[config.mk]
export PLATFORM = sky130hd
export DESIGN_NAME = uart_control
export DESIGN_NICKNAME = d
export VERILOG_FILES = /design/src/core/uart_ctl_pkg.sv /design/src/core/uart_tx_shift.sv /design/src/core/uart_rx_shift.sv /design/src/core/uart_control.sv
export SDC_FILE = /design/constraint.sdc
export NUM_CORES = 1
export LEC_CHECK = 0
export ABC_AREA = 1
export BUFFER_PORTS_ARGS = -buffer_cell sky130_fd_sc_hd__buf_2
export CORE_ASPECT_RATIO = 1.25
export CORE_MARGIN = 2
export CORE_UTILIZATION = 54
export CTS_CLUSTER_SIZE = 14
export DETAILED_ROUTE_END_ITERATION = 8
export PLACE_DENSITY = 0.77
export SLEW_MARGIN = 20
export SYNTH_ARGS = -nofsm -noshare
export SYNTH_HDL_FRONTEND = slang
export SYNTH_SLANG_ARGS = --single-unit
[constraint.sdc]
create_clock -name mclk -period 6 [get_ports mclk]
set_clock_uncertainty 0.05 [all_clocks]
set_input_delay 1.2 -clock mclk [delete_from_list [all_inputs] [get_ports mclk]]
set_output_delay 1.2 -clock mclk [all_outputs]
set_load 0.005 [all_outputs]
[src/core/uart_ctl_pkg.sv]
// Constants, types and encodings shared by the serial port control block
// Behaviour
// Reset loads the serial control register with 16H.
// Break trigger clears whenever a communication completes with an interrupt.
// Break status flag is 1 during break reception; cleared when disabled or done.
// Bit order field picks MSB or LSB first; inversion field inverts transmit pin.
// Software clears both enables before changing bit order or inversion.
// Break trigger always reads 0 and self-clears after correct break reception.
// Software sets break trigger only with power gate and receive enable set.
// Control register bits 2 to 5 and 7 ignore writes.
// After a break error, stay in break reception and keep the status flag.
// Input switch register clears on reset and selects the receiver input.
// Port 1 direction bit 0 drives the pin, 1 is input; all set on reset.
// Software makes transmit pin an output latched 1, receive pin an input.
// All three enables off stops the port and frees both pins.
// Reset loads the operation mode register with 01H.
// Power gate 0 holds the internal logic in asynchronous reset.
// Transmit enable 0 disables and synchronously resets the transmitter.
// Receive enable 0 disables and synchronously resets the receiver.
// Power gate 0 drives transmit output high and sees receive input high.
// Software clears enables before power gate; sets power gate before enables.
// Software configures format, then power gate, then enables, then writes data.
// Serial functions own a pin only when power gate and its enable are set.
// Full duplex byte transfer after a start bit with its own baud generator.
// Transmit inversion is the last stage before the transmit pin.
package uart_ctl_pkg;

  // ----------------------------------------------------------------
  // Register addresses
  // ----------------------------------------------------------------
  localparam logic [15:0] OPMODE_ADDR = 16'hFF50;
  localparam logic [15:0] SCTL_ADDR = 16'hFF58;
  localparam logic [15:0] P1DIR_ADDR = 16'hFF30;
  localparam logic [15:0] P1LAT_ADDR = 16'hFF31;
  localparam logic [15:0] ISW_ADDR = 16'hFF32;
  localparam logic [15:0] TXBUF_ADDR = 16'hFF33;
  localparam logic [15:0] RXBUF_ADDR = 16'hFF34;
  localparam logic [15:0] TXSTAT_ADDR = 16'hFF35;
  localparam logic [15:0] RXERR_ADDR = 16'hFF36;

  // ----------------------------------------------------------------
  // Reset values and field positions
  // ----------------------------------------------------------------
  localparam logic [7:0] OPMODE_RESET = 8'h01;
  localparam logic [7:0] SCTL_RESET = 8'h16;
  localparam logic [7:0] P1DIR_RESET = 8'hFF;
  localparam logic [7:0] P1LAT_RESET = 8'h00;
  localparam logic [7:0] ISW_RESET = 8'h00;
  localparam int SCTL_FLAG_BIT = 7;
  localparam int SCTL_TRIG_BIT = 6;
  localparam int SCTL_DIR_BIT = 1;
  localparam int SCTL_INV_BIT = 0;
  localparam int TX_PIN_IDX = 3;
  localparam int RX_PIN_IDX = 4;

  // ----------------------------------------------------------------
  // Timing
  // ----------------------------------------------------------------
  localparam int CLK_HZ = 125000000;
  localparam int BAUD_HZ = 115200;
  localparam logic [15:0] BAUD_DIV_DEF = 16'(CLK_HZ / BAUD_HZ);
  localparam logic [3:0] BREAK_MIN_BITS = 4'hB;

  // ----------------------------------------------------------------
  // Types
  // ----------------------------------------------------------------
  typedef struct packed {
    logic [15:0] addr;
    logic [7:0] wdata;
    logic wr;
    logic rd;
  } bus_req_t;

  typedef struct packed {
    logic power_gate;
    logic transmit_enable;
    logic receive_enable;
    logic [4:0] frame_fmt;
  } opmode_t;

  typedef enum logic [1:0] {
    TX_IDLE = 2'b00,
    TX_START = 2'b01,
    TX_DATA = 2'b10,
    TX_STOP = 2'b11
  } tx_state_t;

  typedef enum logic [2:0] {
    RX_IDLE = 3'b000,
    RX_START = 3'b001,
    RX_DATA = 3'b010,
    RX_STOP = 3'b011,
    RX_BRK_WAIT = 3'b100,
    RX_BRK_LOW = 3'b101
  } rx_state_t;

endpackage

[src/core/uart_tx_shift.sv]
// Transmit serialiser: start bit, eight data bits, one stop bit
module uart_tx_shift
  import uart_ctl_pkg::*;
(
  // Clock and resets
  input wire logic mclk,
  input wire logic rst,
  input wire logic clr,
  // Control
  input wire logic tick,
  input wire logic start,
  input wire logic [7:0] data,
  input wire logic lsb_first,
  // Status and line
  output logic busy,
  output logic line,
  output logic done
);

  tx_state_t state_reg;
  logic [7:0] sh_reg;
  logic [2:0] cnt_reg;

  assign busy = (state_reg != TX_IDLE);

  always_ff @(posedge mclk or posedge rst) begin
    if (rst) begin
      state_reg <= TX_IDLE;
      sh_reg <= 8'h00;
      cnt_reg <= 3'h0;
      line <= 1'b1;
      done <= 1'b0;
    end else if (clr) begin
      state_reg <= TX_IDLE;
      line <= 1'b1;
      done <= 1'b0;
    end else begin
      done <= 1'b0;
      case (state_reg)
        TX_IDLE: if (start && tick) begin
          // Always shift out bit 0; MSB-first data is reversed on load
          sh_reg <= lsb_first ? data : {<<{data}};
          line <= 1'b0;
          state_reg <= TX_START;
        end
        TX_START: if (tick) begin
          line <= sh_reg[0];
          sh_reg <= {1'b0, sh_reg[7:1]};
          cnt_reg <= 3'h0;
          state_reg <= TX_DATA;
        end
        TX_DATA: if (tick) begin
          if (cnt_reg == 3'h7) begin
            line <= 1'b1;
            state_reg <= TX_STOP;
          end else begin
            line <= sh_reg[0];
            sh_reg <= {1'b0, sh_reg[7:1]};
            cnt_reg <= cnt_reg + 3'h1;
          end
        end
        TX_STOP: if (tick) begin
          done <= 1'b1;
          state_reg <= TX_IDLE;
        end
        default: state_reg <= TX_IDLE;
      endcase
    end
  end

endmodule // uart_tx_shift

[src/core/uart_rx_shift.sv]
// Receive deserialiser with break field detection
module uart_rx_shift
  import uart_ctl_pkg::*;
#(
  parameter logic [15:0] DIV = BAUD_DIV_DEF
) (
  // Clock and resets
  input wire logic mclk,
  input wire logic rst,
  input wire logic clr,
  // Control
  input wire logic rxd,
  input wire logic lsb_first,
  input wire logic brk_mode,
  // Results
  output logic [7:0] data,
  output logic byte_valid,
  output logic frame_err,
  output logic brk_ok,
  output logic brk_err
);

  rx_state_t state_reg;
  logic [15:0] cnt_reg;
  logic [3:0] bit_reg;
  logic half;
  logic full;

  assign half = (cnt_reg == {1'b0, DIV[15:1]});
  assign full = (cnt_reg == DIV - 16'h1);

  always_ff @(posedge mclk or posedge rst) begin
    if (rst) begin
      state_reg <= RX_IDLE;
      cnt_reg <= 16'h0000;
      bit_reg <= 4'h0;
      data <= 8'h00;
      {byte_valid, frame_err, brk_ok, brk_err} <= 4'h0;
    end else if (clr) begin
      state_reg <= RX_IDLE;
      cnt_reg <= 16'h0000;
      {byte_valid, frame_err, brk_ok, brk_err} <= 4'h0;
    end else begin
      {byte_valid, frame_err, brk_ok, brk_err} <= 4'h0;
      cnt_reg <= full ? 16'h0000 : cnt_reg + 16'h1;
      case (state_reg)
        RX_IDLE: begin
          cnt_reg <= 16'h0000;
          if (brk_mode) state_reg <= RX_BRK_WAIT;
          else if (!rxd) state_reg <= RX_START;
        end
        RX_START: if (half) begin
          cnt_reg <= 16'h0000;
          bit_reg <= 4'h0;
          state_reg <= rxd ? RX_IDLE : RX_DATA;
        end
        RX_DATA: if (full) begin
          data <= lsb_first ? {rxd, data[7:1]} : {data[6:0], rxd};
          bit_reg <= bit_reg + 4'h1;
          if (bit_reg == 4'h7) state_reg <= RX_STOP;
        end
        RX_STOP: if (full) begin
          byte_valid <= 1'b1;
          frame_err <= !rxd;
          state_reg <= RX_IDLE;
        end
        RX_BRK_WAIT: begin
          cnt_reg <= 16'h0000;
          bit_reg <= 4'h0;
          if (!brk_mode) state_reg <= RX_IDLE;
          else if (!rxd) state_reg <= RX_BRK_LOW;
        end
        RX_BRK_LOW: begin
          if (full && bit_reg != 4'hF) bit_reg <= bit_reg + 4'h1;
          if (rxd) begin
            // A short low is an error; stay armed for the next break
            brk_ok <= (bit_reg >= BREAK_MIN_BITS);
            brk_err <= (bit_reg < BREAK_MIN_BITS);
            state_reg <= (bit_reg >= BREAK_MIN_BITS) ? RX_IDLE : RX_BRK_WAIT;
          end
        end
        default: state_reg <= RX_IDLE;
      endcase
    end
  end

endmodule // uart_rx_shift

[src/core/uart_control.sv]
// Serial port control, enables, break reception and port 1 pin routing
module uart_control
  import uart_ctl_pkg::*;
#(
  parameter logic [15:0] BAUD_DIV = BAUD_DIV_DEF
) (
  // Clock and reset
  input wire logic mclk,
  input wire logic rst,
  // Register access
  input wire bus_req_t req,
  output logic [7:0] rdata,
  // Port 1 pins
  input wire logic [7:0] port1_in,
  output logic [7:0] port1_out,
  output logic [7:0] port1_oe,
  // Alternate receive source for LIN status
  input wire logic lin_alt_in
);

  // ----------------------------------------------------------------
  // Registers
  // ----------------------------------------------------------------
  opmode_t opmode_reg;
  logic dir_reg;
  logic inv_reg;
  logic trig_reg;
  logic flag_reg;
  logic [7:0] p1dir_reg;
  logic [7:0] p1lat_reg;
  logic [7:0] isw_reg;
  logic [7:0] txbuf_reg;
  logic txbuf_full_reg;
  logic [7:0] rxbuf_reg;
  logic [1:0] rxerr_reg;
  logic [15:0] baud_cnt_reg;
  logic tick_reg;
  logic rx_in_reg;

  logic core_rst;
  logic power;
  logic tx_route;
  logic rx_route;
  logic tx_take;
  logic tx_busy;
  logic tx_line;
  logic tx_done;
  logic tx_pin_val;
  logic rx_src;
  logic [7:0] rx_data;
  logic rx_valid;
  logic rx_ferr;
  logic brk_ok;
  logic brk_err;
  logic comm_done;
  logic trig_set;
  logic wr_op;
  logic wr_sctl;
  logic wr_p1dir;
  logic wr_p1lat;
  logic wr_isw;
  logic wr_txb;
  logic rd_rxerr;

  // ----------------------------------------------------------------
  // Decode and control terms
  // ----------------------------------------------------------------
  assign wr_op = req.wr && (req.addr == OPMODE_ADDR);
  assign wr_sctl = req.wr && (req.addr == SCTL_ADDR);
  assign wr_p1dir = req.wr && (req.addr == P1DIR_ADDR);
  assign wr_p1lat = req.wr && (req.addr == P1LAT_ADDR);
  assign wr_isw = req.wr && (req.addr == ISW_ADDR);
  assign wr_txb = req.wr && (req.addr == TXBUF_ADDR);
  assign rd_rxerr = req.rd && (req.addr == RXERR_ADDR);

  assign power = opmode_reg.power_gate;
  // Combinational OR of rst and the power gate flop, not a flop of its own
  assign core_rst = rst || !power;
  assign tx_route = power && opmode_reg.transmit_enable;
  assign rx_route = power && opmode_reg.receive_enable;
  assign comm_done = tx_done || rx_valid || brk_ok;
  assign trig_set = wr_sctl && req.wdata[SCTL_TRIG_BIT] && rx_route;
  assign tx_take = txbuf_full_reg && !tx_busy && tick_reg;

  // ----------------------------------------------------------------
  // Operation mode register
  // ----------------------------------------------------------------
  always_ff @(posedge mclk or posedge rst) begin
    if (rst) begin
      opmode_reg <= opmode_t'(OPMODE_RESET);
    end else if (wr_op) begin
      opmode_reg <= opmode_t'(req.wdata);
    end
  end

  // ----------------------------------------------------------------
  // Serial control register
  // ----------------------------------------------------------------
  // Bit order and inversion load here; trigger bit 6 and flag bit 7 are set below, bits 2 to 5 are fixed
  always_ff @(posedge mclk or posedge rst) begin
    if (rst) begin
      dir_reg <= SCTL_RESET[SCTL_DIR_BIT];
      inv_reg <= SCTL_RESET[SCTL_INV_BIT];
    end else if (wr_sctl) begin
      dir_reg <= req.wdata[SCTL_DIR_BIT];
      inv_reg <= req.wdata[SCTL_INV_BIT];
    end
  end

  // Set wins over every clear so a rewrite re-arms reception
  always_ff @(posedge mclk or posedge core_rst) begin
    if (core_rst) begin
      trig_reg <= SCTL_RESET[SCTL_TRIG_BIT];
    end else if (trig_set) begin
      trig_reg <= 1'b1;
    end else if (comm_done || !opmode_reg.receive_enable) begin
      trig_reg <= 1'b0;
    end
  end

  always_ff @(posedge mclk or posedge core_rst) begin
    if (core_rst) begin
      flag_reg <= SCTL_RESET[SCTL_FLAG_BIT];
    end else if (trig_set) begin
      flag_reg <= 1'b1;
    end else if (brk_ok || !opmode_reg.receive_enable) begin
      flag_reg <= 1'b0;
    end
    // A break error leaves the flag as it stands
  end

  // ----------------------------------------------------------------
  // Port and input switch registers
  // ----------------------------------------------------------------
  always_ff @(posedge mclk or posedge rst) begin
    if (rst) begin
      p1dir_reg <= P1DIR_RESET;
      p1lat_reg <= P1LAT_RESET;
      isw_reg <= ISW_RESET;
    end else begin
      if (wr_p1dir) p1dir_reg <= req.wdata;
      if (wr_p1lat) p1lat_reg <= req.wdata;
      if (wr_isw) isw_reg <= req.wdata;
    end
  end

  // ----------------------------------------------------------------
  // Dedicated baud generator
  // ----------------------------------------------------------------
  always_ff @(posedge mclk or posedge core_rst) begin
    if (core_rst) begin
      baud_cnt_reg <= 16'h0000;
      tick_reg <= 1'b0;
    end else begin
      tick_reg <= (baud_cnt_reg == BAUD_DIV - 16'h1);
      if (baud_cnt_reg == BAUD_DIV - 16'h1) begin
        baud_cnt_reg <= 16'h0000;
      end else begin
        baud_cnt_reg <= baud_cnt_reg + 16'h1;
      end
    end
  end

  // ----------------------------------------------------------------
  // Transmit buffer
  // ----------------------------------------------------------------
  // Writes with transmit disabled are dropped
  always_ff @(posedge mclk or posedge core_rst) begin
    if (core_rst) begin
      txbuf_reg <= 8'h00;
      txbuf_full_reg <= 1'b0;
    end else if (!opmode_reg.transmit_enable) begin
      txbuf_full_reg <= 1'b0;
    end else if (wr_txb) begin
      txbuf_reg <= req.wdata;
      txbuf_full_reg <= 1'b1;
    end else if (tx_take) begin
      txbuf_full_reg <= 1'b0;
    end
  end

  uart_tx_shift u_tx (
    .mclk(mclk),
    .rst(core_rst),
    .clr(!opmode_reg.transmit_enable),
    .tick(tick_reg),
    .start(txbuf_full_reg),
    .data(txbuf_reg),
    .lsb_first(dir_reg),
    .busy(tx_busy),
    .line(tx_line),
    .done(tx_done)
  );

  // ----------------------------------------------------------------
  // Receive path
  // ----------------------------------------------------------------
  assign rx_src = isw_reg[0] ? lin_alt_in : port1_in[RX_PIN_IDX];

  always_ff @(posedge mclk or posedge rst) begin
    if (rst) begin
      rx_in_reg <= 1'b1;
    end else begin
      rx_in_reg <= rx_route ? rx_src : 1'b1;
    end
  end

  uart_rx_shift #(
    .DIV(BAUD_DIV)
  ) u_rx (
    .mclk(mclk),
    .rst(core_rst),
    .clr(!opmode_reg.receive_enable),
    .rxd(rx_in_reg),
    .lsb_first(dir_reg),
    .brk_mode(trig_reg),
    .data(rx_data),
    .byte_valid(rx_valid),
    .frame_err(rx_ferr),
    .brk_ok(brk_ok),
    .brk_err(brk_err)
  );

  always_ff @(posedge mclk or posedge core_rst) begin
    if (core_rst) begin
      rxbuf_reg <= 8'h00;
    end else if (rx_valid) begin
      rxbuf_reg <= rx_data;
    end
  end

  // Reading clears the errors; a new error in that cycle still lands
  always_ff @(posedge mclk or posedge core_rst) begin
    if (core_rst) begin
      rxerr_reg <= 2'b00;
    end else begin
      rxerr_reg[0] <= (rx_valid && rx_ferr) || (rxerr_reg[0] && !rd_rxerr);
      rxerr_reg[1] <= brk_err || (rxerr_reg[1] && !rd_rxerr);
    end
  end

  // ----------------------------------------------------------------
  // Pin routing
  // ----------------------------------------------------------------
  // Inversion sits after idle forcing so an inverted line idles low
  assign tx_pin_val = (power ? tx_line : 1'b1) ^ inv_reg;

  for (genvar n = 0; n < 8; n++) begin : g_pin
    always_ff @(posedge mclk or posedge rst) begin
      if (rst) begin
        port1_out[n] <= P1LAT_RESET[n];
        port1_oe[n] <= !P1DIR_RESET[n];
      end else begin
        if (n == TX_PIN_IDX && tx_route) begin
          port1_out[n] <= tx_pin_val;
        end else begin
          port1_out[n] <= p1lat_reg[n];
        end
        port1_oe[n] <= !p1dir_reg[n];
      end
    end
  end

  // ----------------------------------------------------------------
  // Read data
  // ----------------------------------------------------------------
  always_ff @(posedge mclk or posedge rst) begin
    if (rst) begin
      rdata <= 8'h00;
    end else if (req.rd) begin
      case (req.addr)
        OPMODE_ADDR: rdata <= opmode_reg;
        // Trigger always reads zero
        SCTL_ADDR: rdata <= {flag_reg, 1'b0, SCTL_RESET[5:2], dir_reg, inv_reg};
        P1DIR_ADDR: rdata <= p1dir_reg;
        P1LAT_ADDR: rdata <= p1lat_reg;
        ISW_ADDR: rdata <= isw_reg;
        TXBUF_ADDR: rdata <= txbuf_reg;
        RXBUF_ADDR: rdata <= rxbuf_reg;
        TXSTAT_ADDR: rdata <= {6'h00, txbuf_full_reg, tx_busy};
        RXERR_ADDR: rdata <= {6'h00, rxerr_reg};
        default: rdata <= 8'h00;
      endcase
    end
  end

endmodule // uart_control

Word level (Yosys, flattened, before mapping) --
Cells that the tools add are included.
Storage, ports and cells: register bits after elaboration 147, bits in latches 0, RAM bits 0, memory bits (read-only) 0, input bits 37, memories kept 0
Operators by class: $add $sub $neg 4, multiply operators 0, divide/modulo/power cells 0, order comparisons 2, equality and inequality tests 44, shift-type cells 0, mux-type cells 73, bitwise operators 1, reductions and logical operators 55
Operators with widths (count):
- 16-bit equality test, second input constant | 9
- 8-bit case mux with 9 select lines | 1
- 16-bit 2-to-1 mux | 4
- 8-bit 2-to-1 mux | 6
- 3-bit 2-to-1 mux | 14
- 16-bit by 1-bit adder with 16-bit output, second input constant | 2
- 16-bit by 11-bit equality test with 1-bit output, second input constant | 2
- 16-bit case mux with 2 select lines | 1
- 1-bit 2-to-1 mux | 31
- 8-bit case mux with 3 select lines | 1
- 1-bit logical AND | 18
- 3-bit by 2-bit != test with 1-bit output, second input constant | 6
- 3-bit case mux with 6 select lines | 1
- 16-bit by 10-bit equality test with 1-bit output, second input constant | 1
- 4-bit case mux with 4 select lines | 1
- 5-bit AND reduction | 3
- 2-bit 2-to-1 mux | 7
- 1-bit logical NOT | 13
- 4-bit 2-to-1 mux | 3
- 3-bit != test, second input constant | 4
- 4-bit != test, second input constant | 3
- 3-bit equality test, second input constant | 3
- 2-bit by 1-bit != test with 1-bit output, second input constant | 4
- 2-bit case mux with 4 select lines | 1
- other kinds (27) | 40

Logic depth before layout (Yosys ltp) --
word-level depth 7, mapped depth 11, depth with buffers taken out 10

Modules after synthesis --
From an unflattened synthesis, not the netlist that was laid out.
Second synthesis, totals: cell total of the unflattened synthesis 913, area, all modules 7523.5 um^2
By module, submodules not included:
- uart_control | instances 1, cells an instance 523, area each 4480.5 um^2
- uart_rx_shift | instances 1, cells an instance 250, area each 2023.2 um^2
- uart_tx_shift | instances 1, cells an instance 140, area each 1019.7 um^2

Worst setup path before layout --
Ideal clock, no wire load.
path kind input -> register, start input req[13] in the netlist's numbering, end register opmode_reg[5] in the netlist's numbering, setup time 122 ps, arrival time 2147 ps, required time 5828 ps, path slack 3681 ps, stages 7, buffers on the path 1, path through nor2_2 nand2_2 nor4_2 nand2_2 buf_6 nand2_1 o21ai_1
On the way: cells in the longest elaborated chain, start to end 2
Ends and longest elaborated chain:
- start: declaration | RTL line uart_control.sv:11 | input wire bus_req_t req,
- 16-bit equality test | RTL line uart_control.sv:68 | assign wr_op = req.wr && (req.addr == OPMODE_ADDR);
- 1-bit logical AND | RTL line uart_control.sv:68
- end signal: assignment | RTL line uart_control.sv:90 | opmode_reg <= opmode_t'(OPMODE_RESET);
- end signal: assignment | RTL line uart_control.sv:92 | opmode_reg <= opmode_t'(req.wdata);
- end: declaration | RTL line uart_control.sv:24 | opmode_t opmode_reg;
Every way passes these cells. A chain may end at the register's enable or synchronous reset.

Worst setup path after layout --
start input req[24] in the netlist's numbering, end register rdata[6]
On the way: cells in the longest elaborated chain, start to end 2, elaborated cells on any way between the ends 10, those cells by class eq/ne (9); mux (1)
Ends and longest elaborated chain:
- 16-bit equality test | RTL line uart_control.sv:271 | case (req.addr)
- 8-bit case mux with 9 select lines * | RTL line uart_control.sv:271
- end signal: assignment | RTL line uart_control.sv:272 | OPMODE_ADDR: rdata <= opmode_reg;
- end signal: assignment | RTL line uart_control.sv:274 | SCTL_ADDR: rdata <= {flag_reg, 1'b0, SCTL_RESET[5:2], dir_reg, inv_reg};
- end signal: assignment | RTL line uart_control.sv:275 | P1DIR_ADDR: rdata <= p1dir_reg;
- end: declaration | RTL line uart_control.sv:12 | output logic [7:0] rdata,
Mark *: on every way between the ends. The rest lies on a longest branch, timed or not.

==> metrics.yaml <==
setup_violations: 0
track_usage: 0.2355
synth-edff-count: 0
syn-instance-count: 873
power_density_nw_per_um2: 246.5
critPathKind: "input port to flop"
cp-start-kind: "input port"
crit_path_max_fanout: 46
routed-via-count: 5901
viasPerCell: 5.316
place_area_um2: 7687
synthDistinctLibCells: 46
diodes: 0
worstSkewPairLatency_ns: 0.43
wl_mm: 15.50
start_util: 0.5520
critPathTopFamily: "simple AND/OR/NAND/NOR gates"
grt_max_degree: 74
worst_setup_path_end_kind: "flop"
whs_ns: 0.3561
cp_data_arrival_time_ns: 2.83
htree_levels: 4
p_leak_nw: 4.145
min_period_over_period: 0.4184
syn_nets: 923
ctsResizeCount: 0
tritoncts: "done"
crit_buf_inv: 2
firstDrtPassIters: 5
whs_path_depth: 0
cts_hold_buf: 0
drive_above_1_share: 0.1544
syn-cell-area_um2: 7303
drc_errors: 0
cts.path.max_buffers: 2
cts_inserted_buffers: 17
portBuffers: 53
crit_chain: "buf_2, nand2_1, inv_2, nand2_2, nor2_8, nor3b_4, nand2_1, nand3b_1, nand2_1, nand2_1"
async_flop_share: 1.000
ioPinCount: 61
maxSlewHeadroom: 0.3965
finalSetupTns_ns: 0
synth_seq_cells: 147
ir_drop_mv: 0.1784
cts_root_buf: "clkbuf_16"
clkTransAtPathRegs_ns: 0.06
crit_slowest_cell: "nor2_8"
nets: 976
dieWidth_um: 108.0
fillers: 1187
coreArea_um2: 13230
antenna_left: 0
ys_warn_count: 0
num_rows: 47
tightest_slew_ns: 0.9053
finalPower_w: 0.002035
hold_violations: 0
synth.yosys.seq_area_share: 0.5057
avgSynthCellArea_um2: 8.366
max_clock_freq_mhz: 398.3
drt_iter0_markers: 395
cp.required_ns: 6.32
detail_route.wl_per_cell_um: 13.97
max_stage_delay_ns: 0.50
grt_pass1_wl_mm: 26.64
antenna_found_initial: 0
die_h_um: 134.0
clock_sinks: 147
grt_pass1_vias: 5691
dominantRegCellSynth: "dfrtp_1"
worstRegToRegCells: 6
cp.depth: 10
outcome: "complete, no violations"
maxSlewViolCount: 0
rsz0062_at_grt: "no"
critPathMostFrequentCell: "nand2_1"
place_congestion: 0.8808
grt.overflow.total: 0
fin_area_um2: 8253
min_path_type: "flop to flop"
hpwl_mm: 11.06
cts_setup_buffers: 0
area_growth_pct: 13.00
period_minus_slack_ns: 2.510
die_area_um2: 14480
maxCapViolCount: 0
==> placed cells by master (no fill, tap or decap), drive strengths merged <==
cell,netlist,routed
a21oi,27,27
o21a,3,3
o221ai,1,1
o311ai,1,1
nor4,4,4
buf,13,55
nand3b,7,7
dfstp,12,12
xor2,13,13
clkinv,1,7
nor3b,3,3
o21ba,1,1
dfrtp,135,135
xnor2,6,6
o21ai,83,83
mux2i,6,6
ha,13,13
nand4,11,11
clkinvlp,0,4
bufinv,0,1
nor2,113,113
and2,1,1
o2111ai,1,1
inv,93,96
or2,1,1
nand3,65,65
clkbuf,8,18
o211ai,2,2
a31oi,5,5
nor3,18,18
nand2,226,226
==> power by group <==
| part | internal [W] | leakage [nW] | total, W | switching [W] |
|---|---|---|---|---|
| Clock | 0.000573 | 0.263 | 0.00100 | 0.000430 |
| Sequential | 0.000993 | 1.98 | 0.000993 | 0.000000140 |
| Combinational | 0.0000107 | 1.90 | 0.0000387 | 0.0000279 |
| Total | 0.00158 | 4.14 | 0.00203 | 0.000458 |
==> worst reg2reg max path, stage by stage, from the launching register on <==
cell and delay [ns]:
dfrtp_1 0.40, inv_1 0.10, ha_1 0.60, nand2_1 0.14, nor3_1 0.46, o21ai_0 0.17, o21a_1 0.14
==> worst paths after layout <==
| check | slack, ns | endpoint | start |
|---|---|---|---|
| max | 3.49 | rdata[6] | req[24] |
| min | 0.36 | port1_out[5] | p1lat_reg[5] |
| max reg2reg | 3.84 | u_tx.cnt_reg[0] | u_tx.state_reg[1] |
| min reg2reg | 0.36 | port1_out[5] | p1lat_reg[5] |
| max in group asynchronous | 3.81 | baud_cnt_reg[4] | rst |
| min in group asynchronous | 0.49 | u_rx.bit_reg[2] | power |
==> per-stage QoR <==
step | utilization | setup slack [ns] | cells
CTS | 0.6234 | 3.528 | 1110
global placement | 0.5810 | 3.124 | 1078
floorplan | - | 1.697 | 873
detailed placement | 0.5810 | 3.091 | 1078
global route | 0.6237 | 3.331 | 1110
finish | 0.6237 | 3.490 | 1110
==> area by class of cell <==
| cell class | count | area, um^2 | share of cell area |
|---|---|---|---|
| multi-input cells | 611 | 3152 | 0.3819 |
| clock buffers | 18 | 429.2 | 0.05200 |
| repair buffers | 55 | 280.3 | 0.03396 |
| clock inverters | 14 | 131.4 | 0.01592 |
| flip-flops and latches | 147 | 3694 | 0.4475 |
| inverters | 94 | 352.8 | 0.04275 |
| well taps | 171 | 214.0 | 0.02592 |
==> logic make-up (layout without fill, tap and decap cells) <==
logic type      after synthesis  after routing  synth area share
flops                       147            147            0.5057
simple gates                449            449            0.2822
compound gates              124            124           0.09440
xor+xnor                     19             19           0.02279
mux                           6              6          0.008224
fa+ha+maj                    13             13           0.02227
buf+inv                     115            181           0.06442
==> per-layer routing <==
metal	GRT usage	up-vias	wire [um]
met5	0	-	0
met4	0.1083	0	513
met3	0.05442	31	666
met2	0.3945	133	7763
met1	0.2879	2800	6560
li1	-	2937	-
==> Yosys cell counts (6+ instances only) <==
| cell type | instances | area [um^2] |
|---|---|---|
| nor2_2 | 9 | 56.30 |
| o21ai_0 | 45 | 225.2 |
| ha_1 | 13 | 162.7 |
| buf_2 | 7 | 35.03 |
| o21ai_1 | 36 | 180.2 |
| dfstp_2 | 12 | 315.3 |
| xor2_1 | 13 | 113.9 |
| nor3_1 | 16 | 80.08 |
| nand3b_1 | 7 | 52.55 |
| dfrtp_1 | 135 | 3378 |
| clkbuf_1 | 8 | 30.03 |
| nand2_2 | 7 | 43.79 |
| xnor2_1 | 6 | 52.55 |
| nand4_1 | 10 | 62.56 |
| a21oi_1 | 24 | 120.1 |
| mux2i_1 | 6 | 60.06 |
| nor2_1 | 98 | 367.9 |
| nand3_1 | 61 | 305.3 |
| nand2_1 | 218 | 818.3 |
| inv_1 | 89 | 334.1 |
No activity file was read; power rests on OpenSTA's default activity.
